File: config.mk
export PLATFORM = sky130hd
export DESIGN_NAME = motion_report_registers
export DESIGN_NICKNAME = d
export VERILOG_FILES = /design/src/motion_report_pkg.sv /design/src/motion_axis_accum.sv /design/src/motion_report_registers.sv
export SDC_FILE = /design/constraint.sdc
export NUM_CORES = 1
export LEC_CHECK = 0
export BUFFER_PORTS_ARGS = -buffer_cell sky130_fd_sc_hd__buf_2
export CAP_MARGIN = 20
export CORE_UTILIZATION = 45
export DETAILED_ROUTE_END_ITERATION = 7
export PLACE_DENSITY_LB_ADDON = 0.2
export SYNTH_ARGS = -nofsm -noshare
export SYNTH_HDL_FRONTEND = slang
export SYNTH_SLANG_ARGS = --single-unit
File: constraint.sdc
create_clock -name clk -period 9.7 [get_ports clk]
set_input_delay 1.455 -clock clk [delete_from_list [all_inputs] [get_ports clk]]
set_output_delay 1.455 -clock clk [all_outputs]
set_load 0.02 [all_outputs]
File: src/motion_report_pkg.sv
package motion_report_pkg;

  // ----------------------------------------------------------------
  // register map
  // ----------------------------------------------------------------
  localparam int          ADDR_W             = 7;
  localparam logic [6:0]  ADDR_CHIP_REVISION = 7'h01;
  localparam logic [6:0]  ADDR_MOTION_STATUS = 7'h02;
  localparam logic [6:0]  ADDR_X_DISP        = 7'h03;
  localparam logic [6:0]  ADDR_Y_DISP        = 7'h04;
  localparam logic [6:0]  ADDR_SURF_QUALITY  = 7'h05;
  localparam logic [6:0]  ADDR_FRAME_SUM     = 7'h06;
  localparam logic [6:0]  ADDR_MOTION_CLEAR  = 7'h12;

  // ----------------------------------------------------------------
  // field layout and reset values
  // ----------------------------------------------------------------
  localparam int          MOVED_BIT          = 7;
  localparam int          OVERFLOW_BIT       = 4;
  localparam int          CPI_SELECT_BIT     = 0;
  localparam logic [7:0]  REG_RESET          = 8'h00;
  localparam logic [7:0]  SURF_QUALITY_MAX   = 8'ha9;
  localparam int          FEATURE_W          = 10;
  localparam int          PIXEL_SUM_W        = 16;

  // ----------------------------------------------------------------
  // accumulator depth
  // ----------------------------------------------------------------
  localparam int          ACC_W              = 16;
  localparam int          FULL_SCALE         = 127;
  localparam int          DRAIN_READS_LO     = 16;
  localparam int          DRAIN_READS_HI     = 64;
  localparam logic signed [7:0] REPORT_MAX   = 8'sh7f;
  localparam logic signed [7:0] REPORT_MIN   = 8'sh81;

  // ----------------------------------------------------------------
  // carriers
  // ----------------------------------------------------------------
  typedef struct packed {
    logic              valid;
    logic signed [7:0] dx;
    logic signed [7:0] dy;
  } motion_sample_t;

  typedef struct packed {
    logic                   valid;
    logic [FEATURE_W-1:0]   feature_count;
    logic [PIXEL_SUM_W-1:0] pixel_sum;
  } frame_stats_t;

  // saturation limit of one axis for the active resolution
  function automatic logic signed [ACC_W-1:0] axis_limit(input logic hi_res);
    axis_limit = hi_res ? ACC_W'(DRAIN_READS_HI * FULL_SCALE)
                        : ACC_W'(DRAIN_READS_LO * FULL_SCALE);
  endfunction

  // portion of an accumulator one report can carry
  function automatic logic signed [7:0] clamp_report(input logic signed [ACC_W-1:0] v);
    if (v > ACC_W'(FULL_SCALE))
      clamp_report = REPORT_MAX;
    else if (v < -ACC_W'(FULL_SCALE))
      clamp_report = REPORT_MIN;
    else
      clamp_report = v[7:0];
  endfunction

endpackage

File: src/motion_axis_accum.sv
`timescale 1ns/10ps
`default_nettype none
module motion_axis_accum
  import motion_report_pkg::*;
#(
  parameter int W = ACC_W
) (
  input  wire logic              clk,
  input  wire logic              sys_rst,
  input  wire logic              sample_valid,
  input  wire logic signed [7:0] sample,
  input  wire logic              hi_res,
  input  wire logic              take,
  input  wire logic              clear,
  output logic signed [7:0]      report,
  output logic                   moving,
  output logic                   at_full_scale,
  output logic                   clipped
);

  logic signed [W-1:0] acc_r;
  logic signed [W-1:0] acc_nxt;
  logic signed [W:0]   sum;
  logic signed [W:0]   lim;

  // ----------------------------------------------------------------
  // report share, status
  // ----------------------------------------------------------------
  assign report        = clamp_report(acc_r);
  assign moving        = (acc_r != '0);
  assign lim           = (W+1)'(axis_limit(hi_res));
  assign at_full_scale = ((W+1)'(acc_r) >= lim) || ((W+1)'(acc_r) <= -lim);

  // remove reported share or clear, then add the new frame
  always_comb begin
    sum = clear ? '0 : (W+1)'(acc_r);
    if (take && !clear)
      sum = sum - (W+1)'(report);
    if (sample_valid)
      sum = sum + (W+1)'(sample);
    clipped = 1'b0;
    acc_nxt = sum[W-1:0];
    if (sum > lim) begin
      acc_nxt = lim[W-1:0];
      clipped = 1'b1;
    end else if (sum < -lim) begin
      acc_nxt = -lim[W-1:0];
      clipped = 1'b1;
    end
  end

  // accumulator
  always_ff @(posedge clk) begin
    if (sys_rst)
      acc_r <= '0;
    else
      acc_r <= acc_nxt;
  end

endmodule
`default_nettype wire

File: src/motion_report_registers.sv
`timescale 1ns/10ps
`default_nettype none
module motion_report_registers
  import motion_report_pkg::*;
#(
  parameter logic [7:0] REVISION_CODE = 8'h5a  // arbitrary value
) (
  input  wire logic              clk,
  input  wire logic              sys_rst,
  input  wire logic              reg_rd,
  input  wire logic              reg_wr,
  input  wire logic [ADDR_W-1:0] reg_addr,
  input  wire logic [7:0]        reg_wdata,
  output logic [7:0]             reg_rdata,
  output logic                   reg_rvalid,
  input  wire motion_sample_t    motion_in,
  input  wire frame_stats_t      frame_in,
  input  wire logic              counts_per_inch_select,
  input  wire logic              power_down
);

  // ----------------------------------------------------------------
  // register decode
  // ----------------------------------------------------------------
  logic rd_status;
  logic rd_x;
  logic rd_y;
  logic wr_clear;
  logic motion_wipe;

  // one-cycle access strobes
  assign rd_status   = reg_rd && (reg_addr == ADDR_MOTION_STATUS);
  assign rd_x        = reg_rd && (reg_addr == ADDR_X_DISP);
  assign rd_y        = reg_rd && (reg_addr == ADDR_Y_DISP);
  assign wr_clear    = reg_wr && (reg_addr == ADDR_MOTION_CLEAR);
  assign motion_wipe = wr_clear || power_down;

  // ----------------------------------------------------------------
  // accumulators
  // ----------------------------------------------------------------
  logic signed [7:0] x_report;
  logic signed [7:0] y_report;
  logic              x_moving;
  logic              y_moving;
  logic              x_full;
  logic              y_full;
  logic              x_clipped;
  logic              y_clipped;

  // x axis
  motion_axis_accum #(
    .W (ACC_W)
  ) u_x_accum (
    .clk           (clk),
    .sys_rst       (sys_rst),
    .sample_valid  (motion_in.valid),
    .sample        (motion_in.dx),
    .hi_res        (counts_per_inch_select),
    .take          (rd_status),
    .clear         (motion_wipe),
    .report        (x_report),
    .moving        (x_moving),
    .at_full_scale (x_full),
    .clipped       (x_clipped)
  );

  // y axis
  motion_axis_accum #(
    .W (ACC_W)
  ) u_y_accum (
    .clk           (clk),
    .sys_rst       (sys_rst),
    .sample_valid  (motion_in.valid),
    .sample        (motion_in.dy),
    .hi_res        (counts_per_inch_select),
    .take          (rd_status),
    .clear         (motion_wipe),
    .report        (y_report),
    .moving        (y_moving),
    .at_full_scale (y_full),
    .clipped       (y_clipped)
  );

  // ----------------------------------------------------------------
  // latched displacement
  // ----------------------------------------------------------------
  logic [7:0] x_disp_r;
  logic [7:0] y_disp_r;

  // status read freezes a fresh share, replacing any unread one
  always_ff @(posedge clk) begin
    if (sys_rst) begin
      x_disp_r <= REG_RESET;
    end else if (wr_clear) begin
      x_disp_r <= REG_RESET;
    end else if (rd_status) begin
      x_disp_r <= x_report;
    end else if (rd_x) begin
      x_disp_r <= REG_RESET;
    end
  end

  // same for y
  always_ff @(posedge clk) begin
    if (sys_rst) begin
      y_disp_r <= REG_RESET;
    end else if (wr_clear) begin
      y_disp_r <= REG_RESET;
    end else if (rd_status) begin
      y_disp_r <= y_report;
    end else if (rd_y) begin
      y_disp_r <= REG_RESET;
    end
  end

  // ----------------------------------------------------------------
  // overflow flag
  // ----------------------------------------------------------------
  logic overflow_r;

  // a clip sets it and wins over a clear in the same cycle
  always_ff @(posedge clk) begin
    if (sys_rst) begin
      overflow_r <= 1'b0;
    end else if (x_clipped || y_clipped) begin
      overflow_r <= 1'b1;
    end else if (wr_clear) begin
      overflow_r <= 1'b0;
    end else if ((rd_x || rd_y) && !x_full && !y_full) begin
      overflow_r <= 1'b0;
    end
  end

  // ----------------------------------------------------------------
  // frame statistics
  // ----------------------------------------------------------------
  logic [7:0] surf_quality_r;
  logic [7:0] frame_sum_r;
  logic [7:0] quarter_features;

  assign quarter_features = frame_in.feature_count[FEATURE_W-1:FEATURE_W-8];

  // refresh once per frame
  always_ff @(posedge clk) begin
    if (sys_rst) begin
      surf_quality_r <= REG_RESET;
      frame_sum_r    <= REG_RESET;
    end else if (frame_in.valid) begin
      surf_quality_r <= (quarter_features > SURF_QUALITY_MAX) ?
                        SURF_QUALITY_MAX : quarter_features;
      frame_sum_r    <= frame_in.pixel_sum[PIXEL_SUM_W-1:PIXEL_SUM_W-8];
    end
  end

  // ----------------------------------------------------------------
  // read data
  // ----------------------------------------------------------------
  logic [7:0] status_byte;
  logic [7:0] rd_mux;

  // status byte; reserved bits read zero
  always_comb begin
    status_byte                 = 8'h00;
    status_byte[MOVED_BIT]      = x_moving || y_moving;
    status_byte[OVERFLOW_BIT]   = overflow_r || x_clipped || y_clipped;
    status_byte[CPI_SELECT_BIT] = counts_per_inch_select;
  end

  // read multiplexer; unmapped addresses read zero
  always_comb begin
    case (reg_addr)
      ADDR_CHIP_REVISION: rd_mux = REVISION_CODE;
      ADDR_MOTION_STATUS: rd_mux = status_byte;
      ADDR_X_DISP:        rd_mux = x_disp_r;
      ADDR_Y_DISP:        rd_mux = y_disp_r;
      ADDR_SURF_QUALITY:  rd_mux = surf_quality_r;
      ADDR_FRAME_SUM:     rd_mux = frame_sum_r;
      default:            rd_mux = 8'h00;
    endcase
  end

  // registered answer, one cycle after the read strobe
  always_ff @(posedge clk) begin
    if (sys_rst) begin
      reg_rdata  <= REG_RESET;
      reg_rvalid <= 1'b0;
    end else begin
      reg_rvalid <= reg_rd;
      if (reg_rd)
        reg_rdata <= rd_mux;
    end
  end

endmodule
`default_nettype wire
* Yosys cells after proc, flatten, opt, wreduce, memory -nomap -nowiden
Cells that the tools add are included.
** Operators by class
- Add/subtract/negate cells :: 6
- Muxes and demuxes :: 28
- Equality and inequality tests :: 7
- Reductions and logical operators :: 24
- Order comparisons :: 13
** Operators with widths (count)
- two-way mux 17 bit :: 6
- two-way mux 8 bit :: 9
- two-way mux 16 bit :: 4
- case mux 8 bit (6 select lines) :: 1
- adder 17 x 8 -> 17 bit :: 2
- less-or-equal comparator 16 x 17 -> 1 bit :: 2
- less-than comparator 17 bit :: 2
- subtractor 17 x 8 -> 17 bit :: 2
- >= comparator 16 x 14 -> 1 bit :: 2
- > comparator 16 x 8 -> 1 bit, second input constant :: 2
- less-than comparator 16 x 8 -> 1 bit, second input constant :: 2
- nonzero test 16 bit :: 2
- == test 7 x 3 -> 1 bit, second input constant :: 3
- > comparator 17 x 14 -> 1 bit :: 1
- > comparator 17 x 16 -> 1 bit :: 1
- negator 16 -> 17 bit :: 1
- negator 16 bit :: 1
- == test 7 x 2 -> 1 bit, second input constant :: 2
- two-way mux 13 bit :: 1
- > comparator 8 bit, second input constant :: 1
- logical OR 1 bit :: 8
- == test 7 x 1 -> 1 bit, second input constant :: 1
- == test 7 x 5 -> 1 bit, second input constant :: 1
- logical AND 1 bit :: 7
- 5 further kinds :: 14
** Word-level totals
- Register bits :: 74
- Output and inout bits :: 9
- Word-level logic and storage cells :: 87
- Bits of input ports :: 65

* Depth between registers and ports, before layout
Gate-level depths: netlist of run 1.
- Depth after elaboration :: 14
- Mapped depth :: 32
- Gate-level depth less buffers :: 32

* By module
Synthesis of run 1 repeated with hierarchy kept, for this count alone.
** Unflattened totals
- Cells, all modules :: 1204
- Area total of the unflattened synthesis :: 9167.5 um^2
** Modules (own cells, without submodules)
- motion_axis_accum (u_x_accum) :: cells each 518, times used 1, area an instance 3744.8 um^2
- motion_axis_accum (u_y_accum) :: cells each 468, times used 1, area an instance 3400.8 um^2
- motion_report_registers :: cells each 218, times used 1, area an instance 2021.9 um^2

* Least setup slack after synthesis of run 1
No wires, ideal clock.
- Path kind :: in2reg
- Start point :: input reg_addr[5]
- End point :: register u_y_accum.acc_r[11]
- Data required time :: 9609 ps
- Library setup time :: 91 ps
- Buffers on the path :: 2
- Cell stages on the path :: 28
- Arrival time :: 7464 ps
- Slack :: 2145 ps
- Path through :: nor4b_4 a31o_2 clkbuf_1 buf_1 nor2_1 ha_1 a21o_1 or3_1 o2111ai_1 nand2_1 xor2_1 nand2_1 a21oi_1 ha_1 and3_1 a221o_1 a21oi_1 o21ai_0 xor2_1 a22o_1 ha_1 a211oi_1 o2111ai_1 nand4bb_1 a211o_1 nand2_1 a211oi_1 a311oi_1
** On the way
- Word-level cells in the longest chain between the ends :: 11
** Ends and longest elaborated chain
- from (decl) :: RTL line motion_report_registers.sv:12 : input wire logic [ADDR_W-1:0] reg_addr,
- == test 7 x 5 -> 1 bit :: RTL line motion_report_registers.sv:35 : assign wr_clear = reg_wr && (reg_addr == ADDR_MOTION_CLEAR);
- logical AND 1 bit :: RTL line motion_report_registers.sv:35
- logical OR 1 bit :: RTL line motion_report_registers.sv:36 : assign motion_wipe = wr_clear || power_down;
- two-way mux 17 bit / zero test 1 bit (equally long branches) :: RTL line motion_axis_accum.sv:36, motion_axis_accum.sv:37
- subtractor 17 x 8 -> 17 bit / logical AND 1 bit (equally long branches) :: RTL line motion_axis_accum.sv:38, motion_axis_accum.sv:37
- two-way mux 17 bit * :: RTL line motion_axis_accum.sv:37 : if (take && !clear)
- adder 17 x 8 -> 17 bit :: RTL line motion_axis_accum.sv:40 : sum = sum + (W+1)'(sample);
- two-way mux 17 bit * :: RTL line motion_axis_accum.sv:39 : if (sample_valid)
- less-than comparator 17 bit :: RTL line motion_axis_accum.sv:46 : end else if (sum < -lim) begin
- two-way mux 16 bit :: RTL line motion_axis_accum.sv:46
- two-way mux 16 bit * :: RTL line motion_axis_accum.sv:43 : if (sum > lim) begin
- to (signal assigned) :: RTL line motion_axis_accum.sv:57 : acc_r <= acc_nxt;
- to (decl) :: RTL line motion_axis_accum.sv:21 : logic signed [W-1:0] acc_r;
Every way passes the cells marked *; elsewhere a longest branch is shown, timed or not.
A chain may end at the register's enable or synchronous reset.

* Worst setup path in the final report of run 1
- Start point :: input reg_addr[1]
- End point :: register overflow_r
** On the way
- Word-level cells in the longest chain between the ends :: 13
** Ends and longest elaborated chain
- == test 7 x 5 -> 1 bit :: RTL line motion_report_registers.sv:35
- logical AND 1 bit :: RTL line motion_report_registers.sv:35
- logical OR 1 bit :: RTL line motion_report_registers.sv:36
- two-way mux 17 bit / zero test 1 bit (equally long branches) :: RTL line motion_axis_accum.sv:36, motion_axis_accum.sv:37
- subtractor 17 x 8 -> 17 bit / logical AND 1 bit (equally long branches) :: RTL line motion_axis_accum.sv:38, motion_axis_accum.sv:37
- two-way mux 17 bit :: RTL line motion_axis_accum.sv:37
- adder 17 x 8 -> 17 bit :: RTL line motion_axis_accum.sv:40
- two-way mux 17 bit :: RTL line motion_axis_accum.sv:39
- less-than comparator 17 bit :: RTL line motion_axis_accum.sv:46
- two-way mux 1 bit :: RTL line motion_axis_accum.sv:46
- two-way mux 1 bit :: RTL line motion_axis_accum.sv:43
- logical OR 1 bit :: RTL line motion_report_registers.sv:125 : end else if (x_clipped || y_clipped) begin
- nonzero test 3 bit (no source line) / two-way mux 1 bit (equally long branches)
- to (signal assigned) :: RTL line motion_report_registers.sv:124 : overflow_r <= 1'b0;
- to (signal assigned) :: RTL line motion_report_registers.sv:126 : overflow_r <= 1'b1;
- to (signal assigned) :: RTL line motion_report_registers.sv:128 : overflow_r <= 1'b0;
- to (decl) :: RTL line motion_report_registers.sv:119 : logic overflow_r;
Several ways; a longest one is shown, not always the timed one.

==> results of run 1 <==
[worst paths after layout]
check	startpoint	end	slack, ns
worst min register to register	x_disp_r[6]$_SDFFE_PP0P_	x_disp_r[6]$_SDFFE_PP0P_	0.48
worst min-delay path	x_disp_r[6]$_SDFFE_PP0P_	x_disp_r[6]$_SDFFE_PP0P_	0.48
worst max register to register	u_x_accum.acc_r[2]$_SDFF_PP0_	overflow_r$_SDFFE_PP0P_	1.80
worst max-delay path	reg_addr[1]	overflow_r$_SDFFE_PP0P_	1.26
[cell usage in the layout (no fill, tap or decap), types with 13 or more instances in the layout]
master	count
nor3_1	25
and2_1	37
nor4_1	13
nor2b_1	15
a21o_1	16
or3_1	14
a21oi_1	127
nand4_1	14
o21a_1	19
nand3_1	25
a211oi_1	20
nor2_1	152
xor2_1	18
buf_2	55
xnor2_1	23
dfxtp_1	74
o21ai_0	49
mux2i_1	28
ha_1	101
nand2b_1	23
nand2_1	84
inv_1	36
[area by class of cell]
class / instances / area, um2
clock buffers: 9 / 225.2
repair buffers: 62 / 327.8
well taps: 229 / 286.5
inverters: 38 / 142.6
flip-flops and latches: 74 / 1481
multi-input cells: 996 / 6713
clock inverters: 7 / 77.57
fillers: 1878 / 9016
[routing by layer]
metal  part of all wire (%)  vias up  track usage (%)
met2                     47      215            43.90
li1                       -     4337                -
met1                     46     4051            32.45
met5                      0        -                0
met3                    4.4       37            3.063
met4                    2.3        0            8.480
[kinds of logic after synthesis]
kind of cell,after synthesis
DFF,74
xor gates and xnor gates,41
AOI/OAI and AO/OA,364
muxes,36
adders and majority gates,105
and+or+nand+nor,450
buffers and inverters,82
[registers in the layout (all words and copies together) (netlist names)]
register / cells
u_x_accum.acc_r: 16
x_disp_r: 8
reg_rvalid: 1
surf_quality_r: 8
u_y_accum.acc_r: 16
reg_rdata: 8
frame_sum_r: 8
y_disp_r: 8
overflow_r: 1
[critical path, cell delays in order]
cell and delay [ns]:
buf_2 0.22, nor4b_4 0.42, a31o_2 0.66, nor2_1 0.09
ha_1 0.38, nand3_1 0.10, o21bai_1 0.35, nor4_1 0.13
nor4_1 0.46, nor2_1 0.14, ha_1 0.43, a21oi_1 0.28
o2111ai_1 0.15, a21oi_1 0.29, nor2_1 0.10, xnor2_1 0.15
o22ai_1 0.29, ha_1 0.21, inv_1 0.05, o21ai_0 0.28
nor3_1 0.07, nor4bb_1 0.15, o21a_1 0.21, a311o_1 0.38
o32ai_1 0.77, and2_1 0.30, a21oi_1 0.08
[metrics by stage]
step           total power [mW]  hold WS (ns)
6_report                  1.261        0.4772
2_1_floorplan            0.7804        0.4459
3_3_place_gp             0.9068        0.4672
3_5_place_dp             0.9130        0.4683
5_1_grt                   1.347        0.5085
4_1_cts                   1.259        0.4804
[power groups by stage]
| stage | logic [mW] | clock network, mW | registers [mW] |
|---|---|---|---|
| final | 0.564 | 0.344 | 0.352 |
| after global routing | 0.631 | 0.361 | 0.355 |
| after CTS | 0.559 | 0.349 | 0.352 |
| after detailed placement | 0.555 | 0 | 0.358 |
| after global placement | 0.549 | 0 | 0.358 |
| after floorplan | 0.433 | 0 | 0.348 |
==> flow_metrics.env, run 1 <==
export IMPL_status="finished, final reports clean"
export IMPL_ys_warn_count=0
export IMPL_p_seq_share_pct=28.0
export IMPL_hold_viol_final=0
export IMPL_synth_xor_area_share_pct=4.222
export IMPL_power_leakage_nw=4.076
export IMPL_start_kind="input pin"
export IMPL_ys_seq_elements=74
export IMPL_fmax_mhz=118.5
export IMPL_worst_skew_pair_late_latency_ns=0.35
export IMPL_fin_nets=1351
export IMPL_ys_flop_type="dfxtp_1"
export IMPL_dp_cells=1399
export IMPL_yosys_area_share_adder_pct=15.80
export IMPL_min_path_type="reg2reg"
export IMPL_netlist_instances=1152
export IMPL_cts_tree="built"
export IMPL_p_clk_share_pct=27.3
export IMPL_synth_top_family_by_area="compound AO/OA/AOI/OAI gates"
export IMPL_switching_share_pct=40.14
export IMPL_stdcell_area_um2=9254
export IMPL_layout_min_cycle_time_ns=8.441
export IMPL_coreArea_um2=18270
export IMPL_initial_utilization_pct=46.56
export IMPL_async_flop_share_pct=0
export IMPL_antenna_found_initial=0
export IMPL_slew_limit_headroom_pct=31.64
export IMPL_finalNonFillerCells=1415
export IMPL_first_iter_violations=647
export IMPL_worstHoldPathCells=2
export IMPL_internal_power_mw=0.7545
export IMPL_ys_top_cells_by_count="152 x nor2_1, 127 x a21oi_1, 101 x ha_1"
export IMPL_tns_ns=0
export IMPL_drtAntennaViolNets=0
export IMPL_synth_mux_area_share_pct=4.354
export IMPL_cts_buffer_depth=2
export IMPL_pre_cts_slack_ns=1.029
export IMPL_die_h_um=139.5
export IMPL_synth_top_area_share_pct=17.42
export IMPL_synthSimpleGateAreaFrac_pct=26.57
export IMPL_place_congestion=0.9653
export IMPL_wl_per_cell_um=17.38
export IMPL_maxSlewViolCount=0
export IMPL_cp_max_fo=23
export IMPL_rr_worst_depth=28
export IMPL_overflow=0
export IMPL_final_core_util_pct=50.65
export IMPL_criticalPathCategory="in2reg"
export IMPL_place_area_um2=8951
export IMPL_post_cts_repair_setup_buffers=0
export IMPL_num_vias=8640
export IMPL_die_w_um=139.5
export IMPL_syn_area_um2=8506
export IMPL_clockRootBuffer="clkbuf_16"
export IMPL_numCtsBuffers=9
export IMPL_grt_usage_pct=25.34
export IMPL_p_sw_mw=0.5060
export IMPL_min_period_over_period_pct=87.02
export IMPL_pwr_share_comb_pct=44.7
export IMPL_htree_levels=3
export IMPL_yosysSeqAreaShare_pct=17.42
export IMPL_yosys_cell_count_top_type="nor2_1"
export IMPL_layout_setup_ws_ns=1.259
export IMPL_p_per_area_nw_per_um2=136.2
export IMPL_setup_violations=0
export IMPL_port_buffers=55
export IMPL_maxCapViolations=0
export IMPL_synth_compound_area_share_pct=27.91
export IMPL_cp_arrival_ns=8.63
export IMPL_vias_per_cell=6.106
export IMPL_synth_edf_count=0
export IMPL_cts_resized_gates=0
export IMPL_routed_wl_mm=24.59
export IMPL_mappedNetlistNets=1322
export IMPL_post_dp_hpwl_mm=18.98
export IMPL_critical_path_endpoint_type="flip-flop"
export IMPL_syn_mean_instance_area_um2=7.383
export IMPL_worstMarginPinSlew_ns=1.018
export IMPL_ir_drop_mv=0.09290
export IMPL_rsz0062_at_grt="no"
export IMPL_clock_sinks=74
export IMPL_rows=49
export IMPL_die_area_um2=19450
export IMPL_synth_top_cells_by_area="dfxtp_1 17%, ha_1 15%, a21oi_1 7.5%"
export IMPL_io_pins=74
export IMPL_grt_max_degree=50
export IMPL_drtPass1Iterations=5
export IMPL_area_growth_pct=8.797
export IMPL_drive_gt1_share_pct=9.022
export IMPL_worstPathRequired_ns=9.89
export IMPL_insertedDiodeCount=0
export IMPL_first_global_vias=8163
export IMPL_path_clk_slew_ns=0.06
export IMPL_ctsHoldBuffers=0
export IMPL_synth_cell_types=84
export IMPL_drcViolationCount=0
export IMPL_synth_area_leader_cell="dfxtp_1"
export IMPL_fin_skew_ns=0.004724
export IMPL_grt_pass1_wl_mm=39.68
Power figures use the tool's default switching activity.
==> run 2, diff against run 1 <==
- SYNTH_HIERARCHICAL: default -> 1
==> flow_metrics.env, run 2 <==
export IMPL_hold_start="x_disp_r[4]$_SDFFE_PP0P_"
export IMPL_critPathLaunch="reg_addr[3]"
export IMPL_start_kind="input pin"
export IMPL_fmax_mhz=112.3
export IMPL_wl_met1_mm=13.05
export IMPL_numCtsBuffers=9
export IMPL_ys_warn_count=6
export IMPL_ir_drop_mv=0.08783
export IMPL_place_congestion=0.9073
export IMPL_routed_wl_mm=26.63
export IMPL_worstMarginPinSlew_ns=1.045
export IMPL_mappedNetlistNets=1369
export IMPL_p_per_area_nw_per_um2=157.8
export IMPL_synth_top_area_share_pct=16.16
export IMPL_syn_area_um2=9168
export IMPL_ctsHoldBuffers=0
export IMPL_maxSlewViolCount=0
export IMPL_max_stage_delay_ns=0.53
export IMPL_layout_min_cycle_time_ns=8.906
export IMPL_die_area_um2=20950
export IMPL_first_global_vias=8382
export IMPL_hold_viol_final=0
export IMPL_die_h_um=144.7
export IMPL_min_period_over_period_pct=91.81
export IMPL_ys_top_cells_by_count="108 x nor2_1, 105 x a21oi_1, 96 x ha_1, 96 x nand2_1, 74 x dfxtp_1"
export IMPL_syn_mean_instance_area_um2=7.614
export IMPL_grt_usage_pct=25.95
export IMPL_htree_levels=3
export IMPL_antenna_found_initial=0
export IMPL_drtAntennaViolNets=0
export IMPL_coreArea_um2=19720
export IMPL_clock_sinks=74
export IMPL_synth_area_leader_cell="dfxtp_1"
export IMPL_r2r_start="u_y_accum/acc_r[15]$_SDFF_PP0_"
export IMPL_synth_cell_types=109
export IMPL_netlist_instances=1204
export IMPL_yosys_cell_count_top_type="nor2_1"
export IMPL_die_w_um=144.7
export IMPL_slew_limit_headroom_pct=29.43
export IMPL_crit_path_frequent_cell="a21oi_1"
export IMPL_wl_per_cell_um=17.69
export IMPL_drive_gt1_share_pct=11.85
export IMPL_vias_per_cell=6.138
export IMPL_layout_commonest_cell="nor2_1"
export IMPL_critical_path_endpoint_type="flip-flop"
export IMPL_ys_seq_elements=74
export IMPL_cp_arrival_ns=9.15
export IMPL_power_leakage_nw=4.290
export IMPL_setup_violations=0
export IMPL_criticalPathCategory="in2reg"
export IMPL_worstPathRequired_ns=9.95
export IMPL_fin_nets=1400
export IMPL_clockRootBuffer="clkbuf_16"
export IMPL_cp_max_fo=17
export IMPL_drtPass1Iterations=6
export IMPL_top_layer="met4"
export IMPL_overflow=0
export IMPL_hold_ws_ns=0.4545
export IMPL_multi_input_area_um2=7247
export IMPL_cts_resized_gates=0
export IMPL_routed_wl_met2_mm=11.53
export IMPL_rows=51
export IMPL_cts_buffer_depth=2
export IMPL_largestRegisters="u_x_accum/acc_r: 16 flops, u_y_accum/acc_r: 16 flops"
export IMPL_regArea_um2=1481
export IMPL_worst_skew_pair_late_latency_ns=0.35
export IMPL_wl_met3_mm=1.584
export IMPL_async_flop_share_pct=0
export IMPL_synth_edf_count=0
export IMPL_drcViolationCount=0
export IMPL_rsz0062_at_grt="no"
export IMPL_maxCapViolations=0
export IMPL_io_pins=74
export IMPL_post_cts_repair_setup_buffers=0
export IMPL_num_vias=9237
export IMPL_ys_flop_type="dfxtp_1"
export IMPL_crit_path_top_delay_cell="a311oi_1"
export IMPL_cts_tree="built"
export IMPL_post_dp_hpwl_mm=20.67
export IMPL_initial_utilization_pct=46.49
export IMPL_layout_common_cells="107 x nor2_1, 105 x a21oi_1, 96 x nand2_1, 96 x ha_1, 74 x dfxtp_1"
export IMPL_grt_pass1_wl_mm=42.73
export IMPL_tns_ns=0
export IMPL_min_path_type="reg2reg"
export IMPL_grt_max_degree=58
export IMPL_synth_top_cells_by_area="dfxtp_1 16%, ha_1 13%, a21oi_1 5.7%"
export IMPL_path_clk_slew_ns=0.06
export IMPL_area_growth_pct=8.639
export IMPL_status="finished, final reports clean"
export IMPL_insertedDiodeCount=0
export IMPL_port_buffers=55
export IMPL_final_fill_count=1973
export IMPL_yosysSeqAreaShare_pct=16.16
export IMPL_first_iter_violations=771
export IMPL_fin_skew_ns=0.008401
==> run 2: changes by cell type in the layout (fill, tap and decap cells not counted), moves of 8 or more <==
cell      change
nor2_1       -45
and2_1       -31
nor2b_1      +30
a21oi_1      -22
inv_1        +14
nand2_1      +12
xor2_1       -10
a221oi_1      -8
a22o_1        +8
==> run 2: per-stage QoR <==
step	setup slack [ns]	area, um2	power, mW	utilization [%]	std cells
CTS	0.8949	9960	1.561	50.51	1505
finish	0.7944	9960	1.572	50.51	1505
global placement	0.6000	9635	1.182	48.87	1488
floorplan	0.9548	9168	1.001	-	1204
detailed placement	0.5702	9641	1.192	48.89	1489
global route	0.3235	9960	1.687	50.51	1505
==> run 2: logic make-up after synthesis <==
family | synth area share, %
adders and majority gates | 13.98
buffers and inverters | 4.872
AOI/OAI and AO/OA | 31.12
muxes | 3.944
DFF | 16.16
and+or+nand+nor | 27.26
xor gates and xnor gates | 2.675
==> run 2: critical path, delay by kind of cell <==
kind,cells,cell delay (ns)
compound gates,14,3.39
buf+inv,5,0.75
simple gates,8,2.12
xor+xnor,1,0.13
fa+ha+maj,4,1.28
==> run 2: metal layers <==
| layer | up-vias | GRT usage, % |
|---|---|---|
| li1 | 4623 | - |
| met1 | 4290 | 36.09 |
| met2 | 287 | 41.27 |
| met3 | 37 | 3.587 |
| met4 | 0 | 7.922 |
| met5 | - | 0 |
==> run 2: cell type report <==
cell class,count,area share [%]
clock buffer,10,2.299
timing repair buffer,70,3.869
sequential,74,14.87
inverter,52,1.960
multi-input combinational,1028,72.76
tap,265,3.329
clock inverter,6,0.9045
==> run 2: power by group <==
group          switching [mW]  leakage, nW  internal [mW]
registers              0.0423        0.606          0.333
logic                   0.504         3.53          0.328
clock network           0.138        0.153          0.226
==> run 2: worst paths after layout <==
| kind | end | cells past startpoint | slack [ns] |
|---|---|---|---|
| worst min register to register | x_disp_r[4]$_SDFFE_PP0P_ | 2 | 0.45 |
| worst max register to register | reg_rdata[4]$_SDFFE_PP0P_ | 30 | 1.59 |
| worst min-delay path | x_disp_r[4]$_SDFFE_PP0P_ | 2 | 0.45 |
| worst max-delay path | reg_rdata[4]$_SDFFE_PP0P_ | 32 | 0.79 |
==> run 3, diff against run 2 <==
- PLACE_DENSITY: default -> 0.74
- PLACE_DENSITY_LB_ADDON: 0.2 -> default
==> flow_metrics.env, run 3 (synthesis results as in run 2) <==
export IMPL_hold_path_end="x_disp_r[0]$_SDFFE_PP0P_"
export IMPL_start_kind="input pin"
export IMPL_io_pins=74
export IMPL_clockRootBuffer="clkbuf_16"
export IMPL_rsz0062_at_grt="no"
export IMPL_first_iter_violations=846
export IMPL_routed_wl_mm=25.27
export IMPL_path_clk_slew_ns=0.06
export IMPL_antenna_found_initial=0
export IMPL_hold_ws_ns=0.4506
export IMPL_rr_worst_depth=32
export IMPL_first_global_vias=8252
export IMPL_largestRegisters="u_x_accum/acc_r: 16 flops, u_y_accum/acc_r: 16 flops"
export IMPL_slew_limit_headroom_pct=33.88
export IMPL_post_dp_hpwl_mm=19.57
export IMPL_numCtsBuffers=9
export IMPL_fin_skew_ns=0.005497
export IMPL_vias_per_cell=6.178
export IMPL_status="finished, final reports clean"
export IMPL_critPathTopFamily="simple AND/OR/NAND/NOR gates"
export IMPL_finalNonFillerCells=1504
export IMPL_die_w_um=144.7
export IMPL_tns_ns=0
export IMPL_grt_pass1_wl_mm=40.69
export IMPL_fin_nets=1399
export IMPL_num_vias=9291
export IMPL_worstMarginPinSlew_ns=0.9790
export IMPL_drcViolationCount=0
export IMPL_stdcell_area_um2=9926
export IMPL_ir_drop_mv=0.1065
export IMPL_worstPathRequired_ns=9.94
export IMPL_worstHoldPathCells=2
export IMPL_drtPass1Iterations=5
export IMPL_grt_max_degree=58
export IMPL_r2r_end="reg_rdata[4]$_SDFFE_PP0P_"
export IMPL_die_h_um=144.7
export IMPL_coreArea_um2=19720
export IMPL_area_growth_pct=8.271
export IMPL_path_buf_inv=2
export IMPL_crit_path_top_delay_cell="or4b_4"
export IMPL_fmax_mhz=109.7
export IMPL_cts_resized_gates=0
export IMPL_drtAntennaViolNets=0
export IMPL_grt_usage_pct=24.26
export IMPL_initial_utilization_pct=46.49
export IMPL_cts_buffer_depth=2
export IMPL_setup_violations=0
export IMPL_p_per_area_nw_per_um2=154.4
export IMPL_insertedDiodeCount=0
export IMPL_port_buffers=55
export IMPL_r2r_slack_ns=1.52
export IMPL_maxCapViolations=0
export IMPL_maxSlewViolCount=0
export IMPL_criticalPathCategory="in2reg"
export IMPL_ctsHoldBuffers=0
export IMPL_max_stage_delay_ns=0.56
export IMPL_layout_min_cycle_time_ns=9.113
export IMPL_min_path_type="reg2reg"
export IMPL_layout_commonest_cell="nor2_1"
export IMPL_rows=51
export IMPL_min_period_over_period_pct=93.94
export IMPL_dp_cells=1487
export IMPL_place_congestion=0.9530
export IMPL_cp_arrival_ns=9.35
export IMPL_wl_per_cell_um=16.80
export IMPL_cp_max_fo=25
export IMPL_die_area_um2=20950
export IMPL_clock_sinks=74
export IMPL_layout_common_cells="107 x nor2_1, 105 x a21oi_1, 96 x nand2_1, 96 x ha_1, 74 x dfxtp_1"
export IMPL_worst_skew_pair_late_latency_ns=0.34
export IMPL_critical_path_endpoint_type="flip-flop"
export IMPL_r2r_start="u_y_accum/acc_r[15]$_SDFF_PP0_"
export IMPL_place_area_um2=9625
export IMPL_drive_gt1_share_pct=11.78
export IMPL_hold_viol_final=0
export IMPL_htree_levels=3
export IMPL_cts_tree="built"
export IMPL_power_leakage_nw=4.267
export IMPL_overflow=0
export IMPL_post_cts_repair_setup_buffers=0
export IMPL_hold_start="x_disp_r[0]$_SDFFE_PP0P_"
[run 3: cell count changes in the layout (fill, tap and decap cells not counted), sizes merged]
cell      delta
buf          -2
clkbuf       +1
bufinv       -1
clkinvlp     +2
clkinv       -1
[run 3: worst max path at each step]
stage                 from                         to  cells after the start
5_1_grt        reg_addr[3]  reg_rdata[4]$_SDFFE_PP0P_                     30
3_3_place_gp   reg_addr[3]  reg_rdata[4]$_SDFFE_PP0P_                     31
6_report       reg_addr[3]  reg_rdata[4]$_SDFFE_PP0P_                     30
4_1_cts        reg_addr[3]  reg_rdata[4]$_SDFFE_PP0P_                     31
2_1_floorplan  reg_addr[3]  reg_rdata[4]$_SDFFE_PP0P_                     36
3_5_place_dp   reg_addr[3]  reg_rdata[4]$_SDFFE_PP0P_                     31
[run 3: layout make-up]
class	instances	area (um2)
Fill cell	1898	9792
Multi-Input combinational cell	1028	7247
Sequential cell	74	1481
Timing Repair Buffer	69	375.4
Tap cell	265	331.6
Clock buffer	10	229.0
Inverter	52	195.2
Clock inverter	6	66.31
[run 3: layer usage]
layer	routed length, um	up-vias	share of wire (%)	GRT usage [%]
li1	-	4628	-	-
met1	12260	4336	49	34.11
met4	429	0	1.7	7.424
met2	10960	294	43	38.61
met3	1622	33	6.4	2.698
met5	0	-	0	0
[run 3: worst reg2reg max path: cells and delay by family, from the launching register on]
kind                     cells  cell delay (ns)
flip-flops                   1             0.54
AO/OA/AOI/OAI               15             3.78
buffers and inverters        3             0.25
XOR/XNOR                     1             0.09
adder cells (fa/ha/maj)      4             1.24
AND/OR/NAND/NOR              9             2.17
[run 3: report_power, final]
part           switching, mW  leakage, nW  internal (mW)  total [mW]
Clock                  0.133        0.135          0.199       0.332
Sequential            0.0404        0.606          0.333       0.373
Combinational          0.500         3.53          0.327       0.827
Total                  0.673         4.27          0.859        1.53
[run 3: metrics by stage]
stage | utilization, % | power, mW | setup slack, ns
finish | 50.34 | 1.532 | 0.5874
global route | 50.34 | 1.652 | 0.1075
CTS | 50.31 | 1.519 | 0.6611
detailed placement | 48.82 | 1.182 | 0.3543
global placement | 48.79 | 1.168 | 0.4244
floorplan | - | 1.001 | 0.9548
